### config.mk
export PLATFORM = sky130hd
export DESIGN_NAME = pgsr_top
export DESIGN_NICKNAME = d
export VERILOG_FILES = /design/src/pgsr_pkg.sv /design/src/pgsr_port_gate.sv /design/src/pgsr_top.sv
export SDC_FILE = /design/constraint.sdc
export NUM_CORES = 1
export LEC_CHECK = 0
export BUFFER_PORTS_ARGS = -buffer_cell sky130_fd_sc_hd__buf_4
export CAP_MARGIN = 20
export CORE_MARGIN = 3
export CORE_UTILIZATION = 39
export DETAILED_ROUTE_END_ITERATION = 10
export PLACE_DENSITY = 0.75
export REMOVE_ABC_BUFFERS = 1
export SYNTH_ARGS = -nofsm -noshare
export SYNTH_HDL_FRONTEND = slang
export SYNTH_SLANG_ARGS = --single-unit
### constraint.sdc
create_clock -name clk_sys -period 1.6 [get_ports clk_sys]
set_input_delay 0.24 -clock clk_sys [delete_from_list [all_inputs] [get_ports clk_sys]]
set_output_delay 0.24 -clock clk_sys [all_outputs]
set_load 0.05 [all_outputs]
### src/pgsr_pkg.sv
// constants and carriers for the peripheral gate and soft reset block
package pgsr_pkg;

  // register byte offsets
  localparam logic [11:0] PGSR_OFS_SRC0 = 12'h040;
  localparam logic [11:0] PGSR_OFS_SRC1 = 12'h044;
  localparam logic [11:0] PGSR_OFS_DSCG = 12'h128;
  localparam logic [11:0] PGSR_OFS_CFG = 12'h180;
  localparam logic [11:0] PGSR_OFS_IRQ_STAT = 12'h184;
  localparam logic [11:0] PGSR_OFS_IRQ_EN = 12'h188;
  localparam logic [11:0] PGSR_OFS_IRQ_CLR = 12'h18c;
  localparam logic [11:0] PGSR_OFS_CAP1 = 12'h190;
  localparam logic [11:0] PGSR_OFS_CAP2 = 12'h194;

  // writable positions of the soft reset and deep-sleep gating registers, and the shared reset value
  localparam logic [31:0] PGSR_SRC0_IMPL = 32'h0000_0008;
  localparam logic [31:0] PGSR_SRC1_IMPL = 32'h0107_0011;
  localparam logic [31:0] PGSR_DSCG_IMPL = 32'h0000_003f;
  localparam logic [31:0] PGSR_RESET_VAL = 32'h0000_0000;

  // field positions
  localparam int PGSR_BIT_WDOG = 3;
  localparam int PGSR_BIT_TMR0 = 16;
  localparam int PGSR_BIT_TMR1 = 17;
  localparam int PGSR_BIT_TMR2 = 18;
  localparam int PGSR_BIT_CMP0 = 24;
  localparam int PGSR_BIT_SYNC_SERIAL0_SOFT_RESET = 4;
  localparam int PGSR_BIT_ASYNC_SERIAL0_SOFT_RESET = 0;
  localparam int PGSR_BIT_ACG = 0;
  localparam int PGSR_NPORT = 6;

  // interrupt status bits
  localparam int PGSR_EV_FAULT = 0;
  localparam int PGSR_EV_MASKED = 1;
  localparam int PGSR_NEV = 2;

  typedef struct packed {
    logic wr;
    logic rd;
    logic [11:0] addr;
    logic [31:0] wdata;
  } pgsr_req_s;

  typedef struct packed {
    logic watchdog_soft_reset;
    logic comparator0_soft_reset;
    logic gp_counter2_soft_reset;
    logic gp_counter1_soft_reset;
    logic gp_counter0_soft_reset;
    logic sync_serial0_soft_reset;
    logic async_serial0_soft_reset;
  } pgsr_rst_s;

endpackage : pgsr_pkg

### src/pgsr_port_gate.sv
// per-port clock enable and bus fault detection
`timescale 1ns/100ps
`default_nettype none
module pgsr_port_gate
  import pgsr_pkg::*;
(
  // clock and reset
  input wire logic clk_sys,
  input wire logic rstn,
  // control
  input wire logic [PGSR_NPORT-1:0] run_gate,
  input wire logic [PGSR_NPORT-1:0] deep_gate,
  input wire logic auto_clock_gating,
  input wire logic deep_sleep,
  // port access
  input wire logic [PGSR_NPORT-1:0] port_access,
  // results
  output logic [PGSR_NPORT-1:0] port_clk_en,
  output logic bus_fault
);

  logic [PGSR_NPORT-1:0] eff_gate;
  logic bus_fault_r;

  // deep-sleep set applies only with automatic gating on
  assign eff_gate = (deep_sleep && auto_clock_gating) ? deep_gate : run_gate;
  assign port_clk_en = eff_gate;

  // an access to an unclocked port faults
  always_ff @(posedge clk_sys) begin
    if (!rstn) begin
      bus_fault_r <= 1'b0;
    end else begin
      bus_fault_r <= |(port_access & ~eff_gate);
    end
  end
  assign bus_fault = bus_fault_r;

endmodule : pgsr_port_gate
`default_nettype wire

### src/pgsr_top.sv
// register file, soft reset controls and port gating for the system control unit
`timescale 1ns/100ps
`default_nettype none
module pgsr_top
  import pgsr_pkg::*;
(
  // clock and reset
  input wire logic clk_sys,
  input wire logic rstn,
  // register port
  input wire logic [11:0] reg_addr,
  input wire logic [31:0] reg_wdata,
  input wire logic reg_wr,
  input wire logic reg_rd,
  output logic [31:0] reg_rdata,
  // system state
  input wire logic deep_sleep,
  input wire logic [PGSR_NPORT-1:0] run_gate,
  input wire logic [PGSR_NPORT-1:0] port_access,
  // gated port clocks and fault
  output logic [PGSR_NPORT-1:0] port_clk_en,
  output logic bus_fault,
  // peripheral resets
  output pgsr_rst_s unit_soft_reset,
  // interrupt
  output logic irq
);

  pgsr_req_s req;
  logic [31:0] src0_r;
  logic [31:0] src1_r;
  logic [31:0] dscg_r;
  logic [31:0] cap1_r;
  logic [31:0] cap2_r;
  logic acg_r;
  logic [PGSR_NEV-1:0] stat_r;
  logic [PGSR_NEV-1:0] irq_en_r;
  logic [PGSR_NEV-1:0] ev;
  logic [31:0] rdata_r;
  logic [31:0] rdata_nxt;
  logic fault;
  logic masked_wr;

  assign req = '{wr: reg_wr, rd: reg_rd, addr: reg_addr, wdata: reg_wdata};

  function automatic logic hit(input pgsr_req_s r, input logic [11:0] ofs);
    hit = r.wr && (r.addr == ofs);
  endfunction : hit

  // merge write data only where mask allows
  function automatic logic [31:0] masked(input logic [31:0] old, input logic [31:0] wd,
                                         input logic [31:0] m);
    masked = (old & ~m) | (wd & m);
  endfunction : masked

  // capability masks, limited to implemented positions
  always_ff @(posedge clk_sys) begin
    if (!rstn) begin
      cap1_r <= PGSR_SRC0_IMPL;
      cap2_r <= PGSR_SRC1_IMPL;
    end else begin
      if (hit(req, PGSR_OFS_CAP1)) begin
        cap1_r <= req.wdata & PGSR_SRC0_IMPL;
      end
      if (hit(req, PGSR_OFS_CAP2)) begin
        cap2_r <= req.wdata & PGSR_SRC1_IMPL;
      end
    end
  end

  // soft reset control 0
  always_ff @(posedge clk_sys) begin
    if (!rstn) begin
      src0_r <= PGSR_RESET_VAL;
    end else if (hit(req, PGSR_OFS_SRC0)) begin
      src0_r <= masked(src0_r, req.wdata, cap1_r & PGSR_SRC0_IMPL);
    end
  end

  // soft reset control 1
  always_ff @(posedge clk_sys) begin
    if (!rstn) begin
      src1_r <= PGSR_RESET_VAL;
    end else if (hit(req, PGSR_OFS_SRC1)) begin
      src1_r <= masked(src1_r, req.wdata, cap2_r & PGSR_SRC1_IMPL);
    end
  end

  // deep-sleep port gating and config
  always_ff @(posedge clk_sys) begin
    if (!rstn) begin
      dscg_r <= PGSR_RESET_VAL;
      acg_r <= 1'b0;
    end else begin
      if (hit(req, PGSR_OFS_DSCG)) begin
        dscg_r <= req.wdata & PGSR_DSCG_IMPL;
      end
      if (hit(req, PGSR_OFS_CFG)) begin
        acg_r <= req.wdata[PGSR_BIT_ACG];
      end
    end
  end

  // resets follow the register bits directly
  always_comb begin
    unit_soft_reset.watchdog_soft_reset = src0_r[PGSR_BIT_WDOG];
    unit_soft_reset.gp_counter2_soft_reset = src1_r[PGSR_BIT_TMR2];
    unit_soft_reset.gp_counter1_soft_reset = src1_r[PGSR_BIT_TMR1];
    unit_soft_reset.gp_counter0_soft_reset = src1_r[PGSR_BIT_TMR0];
    unit_soft_reset.comparator0_soft_reset = src1_r[PGSR_BIT_CMP0];
    unit_soft_reset.sync_serial0_soft_reset = src1_r[PGSR_BIT_SYNC_SERIAL0_SOFT_RESET];
    unit_soft_reset.async_serial0_soft_reset = src1_r[PGSR_BIT_ASYNC_SERIAL0_SOFT_RESET];
  end

  pgsr_port_gate u_gate (
    .clk_sys(clk_sys),
    .rstn(rstn),
    .run_gate(run_gate),
    .deep_gate(dscg_r[PGSR_NPORT-1:0]),
    .auto_clock_gating(acg_r),
    .deep_sleep(deep_sleep),
    .port_access(port_access),
    .port_clk_en(port_clk_en),
    .bus_fault(fault)
  );
  assign bus_fault = fault;

  // a write that tried to touch a bit the capability mask blocks
  assign masked_wr = (hit(req, PGSR_OFS_SRC0) && |(req.wdata & ~cap1_r & PGSR_SRC0_IMPL))
                  || (hit(req, PGSR_OFS_SRC1) && |(req.wdata & ~cap2_r & PGSR_SRC1_IMPL));

  always_comb begin
    ev = '0;
    ev[PGSR_EV_FAULT] = fault;
    ev[PGSR_EV_MASKED] = masked_wr;
  end

  // sticky status; a new event beats a same-cycle clear
  always_ff @(posedge clk_sys) begin
    if (!rstn) begin
      stat_r <= '0;
    end else if (hit(req, PGSR_OFS_IRQ_CLR)) begin
      stat_r <= (stat_r & ~req.wdata[PGSR_NEV-1:0]) | ev;
    end else begin
      stat_r <= stat_r | ev;
    end
  end

  always_ff @(posedge clk_sys) begin
    if (!rstn) begin
      irq_en_r <= '0;
    end else if (hit(req, PGSR_OFS_IRQ_EN)) begin
      irq_en_r <= req.wdata[PGSR_NEV-1:0];
    end
  end

  assign irq = |(stat_r & irq_en_r);

  // read mux; unmapped and write-only addresses read zero
  always_comb begin
    rdata_nxt = '0;
    case (req.addr)
      PGSR_OFS_SRC0: rdata_nxt = src0_r & PGSR_SRC0_IMPL;
      PGSR_OFS_SRC1: rdata_nxt = src1_r & PGSR_SRC1_IMPL;
      PGSR_OFS_DSCG: rdata_nxt = dscg_r;
      PGSR_OFS_CFG: rdata_nxt = {31'h0000_0000, acg_r};
      PGSR_OFS_IRQ_STAT: rdata_nxt = {30'h0000_0000, stat_r};
      PGSR_OFS_IRQ_EN: rdata_nxt = {30'h0000_0000, irq_en_r};
      PGSR_OFS_CAP1: rdata_nxt = cap1_r;
      PGSR_OFS_CAP2: rdata_nxt = cap2_r;
      default: rdata_nxt = '0;
    endcase
  end

  // data stands only in the cycle after the read strobe
  always_ff @(posedge clk_sys) begin
    if (!rstn) begin
      rdata_r <= '0;
    end else if (req.rd) begin
      rdata_r <= rdata_nxt;
    end else begin
      rdata_r <= '0;
    end
  end
  assign reg_rdata = rdata_r;

endmodule : pgsr_top
`default_nettype wire

==> summary.txt <==
Run status
  • Outcome: completed

Placement
  • Cell count after placement: 354
  • DP Wirelength: 3.85 mm
  • Post-DP Area: 0.00249 sq mm
  • Placement Setup Slack: -0.218 ns
  • Final GP Congestion: 0.830
  • Buffers on Ports: 63

Power
  • Max IR drop VDD: 0.424 mV
  • Leak Pwr: 1.22 nW
  • Pwr/cell area: 789 mW/mm^2

GRT
  • First-pass GRT wire length: 7.94 mm
  • Vias in the first global route: 1,753
  • Initial antenna violation count: 0
  • Total grt overflow: 0
  • Pin count of the biggest net entering global routing: 29
  • GRT Util Overall: 18.4%

Clock network
  • TritonCTS Buffers: 5
  • Post-CTS sizing: 1
  • Clock Latency Late Sink: 0.30 ns
  • Clock Path Buffers: 2
  • Setup Fix Bufs, Post-CTS: 0
  • CTS Hold Bufs: 0
  • CTS sink cnt: 36
  • CTS tree: built
  • CTS clk-pin slew, worst paths: 0.07 ns
  • Clock root buffer: clkbuf_8
  • H-tree levels: 2

Die
  • Die ar.: 0.00566 sq mm
  • Rows: 24
  • Die X: 75.3 um
  • Core area: 0.00450 sq mm
  • Initial Util: 41.5%
  • Die Height: 75.3 um
  • Number of top-level pins: 108

Layout
  • Layout cell share with drive strength beyond 1: 36.5%
  • Final net count: 370
  • Non-filler cells, final: 362
  • Antenna fix cells: 0
  • Post-layout instance area: 0.00261 sq mm
  • Area Growth Syn to Fin: 39.6%

Setup path
  • Req. time, crit path: 1.36 ns
  • CP startpoint kind: register
  • CP max stage delay: 0.36 ns
  • Buffers and inverters on the worst path: 1
  • Worst Setup End Kind: primary output
  • CP Cell Sequence: nand2_4 > mux2_2 > buf_4
  • CP max FO: 6
  • Worst path slowest cell: mux2_2
  • Delay-heaviest family, CP: multiplexers
  • CP arrival: 1.31 ns
  • Kind of critical path: register to primary output

STA
  • Setup ws final: 0.0522 ns
  • Setup-failing EPs final: 0
  • RSZ-0062 raised after global routing: false
  • Max Clk Rate: 646 MHz
  • Final hold violations: 0
  • Final Max Slew Viols: 0
  • Clock skew: 0.00560 ns
  • Minimum clock period: 1.55 ns
  • Final Hold Slack: 0.210 ns
  • Final worst path period share: 96.7%

Logic synthesis
  • Post-synth top cells: dfxtp_1 (36), nand3_1 (25), buf_4 (23)
  • Synth Register Bits: 36
  • Synth warn: 0
  • Top cells by area, synth: dfxtp_1 (39%), buf_4 (9.2%), nand3_1 (6.7%), nor2_1 (4.0%), mux2_2 (3.6%)
  • Distinct cell type count after synthesis: 39
  • Leading area contributor after synthesis: dfxtp_1
  • Seq/Total Area, Yosys: 38.5%
  • Synth top area share: 38.5%
  • Cells after Synth: 222
  • Synth Area per Inst: 8.43 sq um
  • Synth async-reset ratio: 0%
  • Synthesized area: 0.00187 sq mm
  • Cell with the most instances after synthesis: dfxtp_1
  • Synth Flop Type: dfxtp_1
  • Number of synthesized flops with an enable pin: 0

Drt
  • Post-route ant nets: 0
  • DRT Pass-1 Iters: 4
  • DR WL met2: 2.44 mm
  • Total wire length: 5.03 mm
  • WL/cell: 13.9 um
  • WL met1: 2.11 mm
  • # DRC: 0
  • Total number of vias: 1,910
  • Vias per cell: 5.28
  • DR WL met3: 376 um
  • Top sig layer: met4
  • Detailed Route Iter0 Violations: 128

Run
  • Max-cap violation count: 0

Hold path
  • Hold WC Path Type: primary input to register
==> tightest hold or removal path, stage by stage <==
cell,delay (ns)
buf_4,0.10
mux2i_1,0.06
nor2_1,0.07
==> worst paths after layout <==
check | slack [ns] | cells past startpoint | from | end
max reg2reg | 0.43 | 5 | acg_r | u_gate.bus_fault
min | 0.21 | 3 | reg_wdata[1] | irq_en_r[1]
min reg2reg | 0.48 | 2 | dscg_r[4] | dscg_r[4]
max | 0.05 | 3 | acg_r | port_clk_en[1]
==> cells in the final DEF (no fill, tap or decap), drive strengths merged, types with 5 or more instances in the layout <==
master and count:
buf 90, dfxtp 36, nand3 25, conb 22
nor2 20, a21oi 13, inv 13, o21ai 10
nand2 10, mux2 6, o22ai 6, o31ai 6
a22oi 5, mux2i 5, clkbuf 5
==> power breakdown <==
group / total [mW] / internal [mW] / switching [mW]
combinational: 0.357 / 0.120 / 0.237
clock: 0.800 / 0.461 / 0.339
sequential: 0.904 / 0.900 / 0.00404
total: 2.06 / 1.48 / 0.581
==> per-stage QoR <==
step                power, mW  TNS (ns)  util [%]
finish                   2.06         0      58.0
global route             2.14         0      58.0
CTS                      2.07         0      57.7
detailed placement       1.28     -4.06      55.2
global placement         1.27     -2.97      55.2
floorplan                1.12     -1.05         -
==> final cells by class <==
type | instances | area [sq um]
sequential | 36 | 721
multi-input combinational | 162 | 986
inverter | 14 | 52.6
fill | 430 | 1890
tap | 52 | 65.1
timing repair buffer | 90 | 676
clock buffer | 5 | 68.8
clock inverter | 3 | 42.5
==> cells by family after synthesis <==
family | count (synthesis) | synth area share (%)
other | 1 | 0.200
AOI/OAI and AO/OA | 51 | 18.1
muxes | 11 | 6.29
buffers and inverters | 45 | 13.7
DFF | 36 | 38.5
and+or+nand+nor | 78 | 23.1
==> per-layer routing <==
metal	GRT usage (%)	vias to the layer above
met4	9.90	0
met1	23.3	898
met5	0	-
met2	28.6	73
li1	-	930
met3	4.54	9
Power figures use the tool's default switching activity.
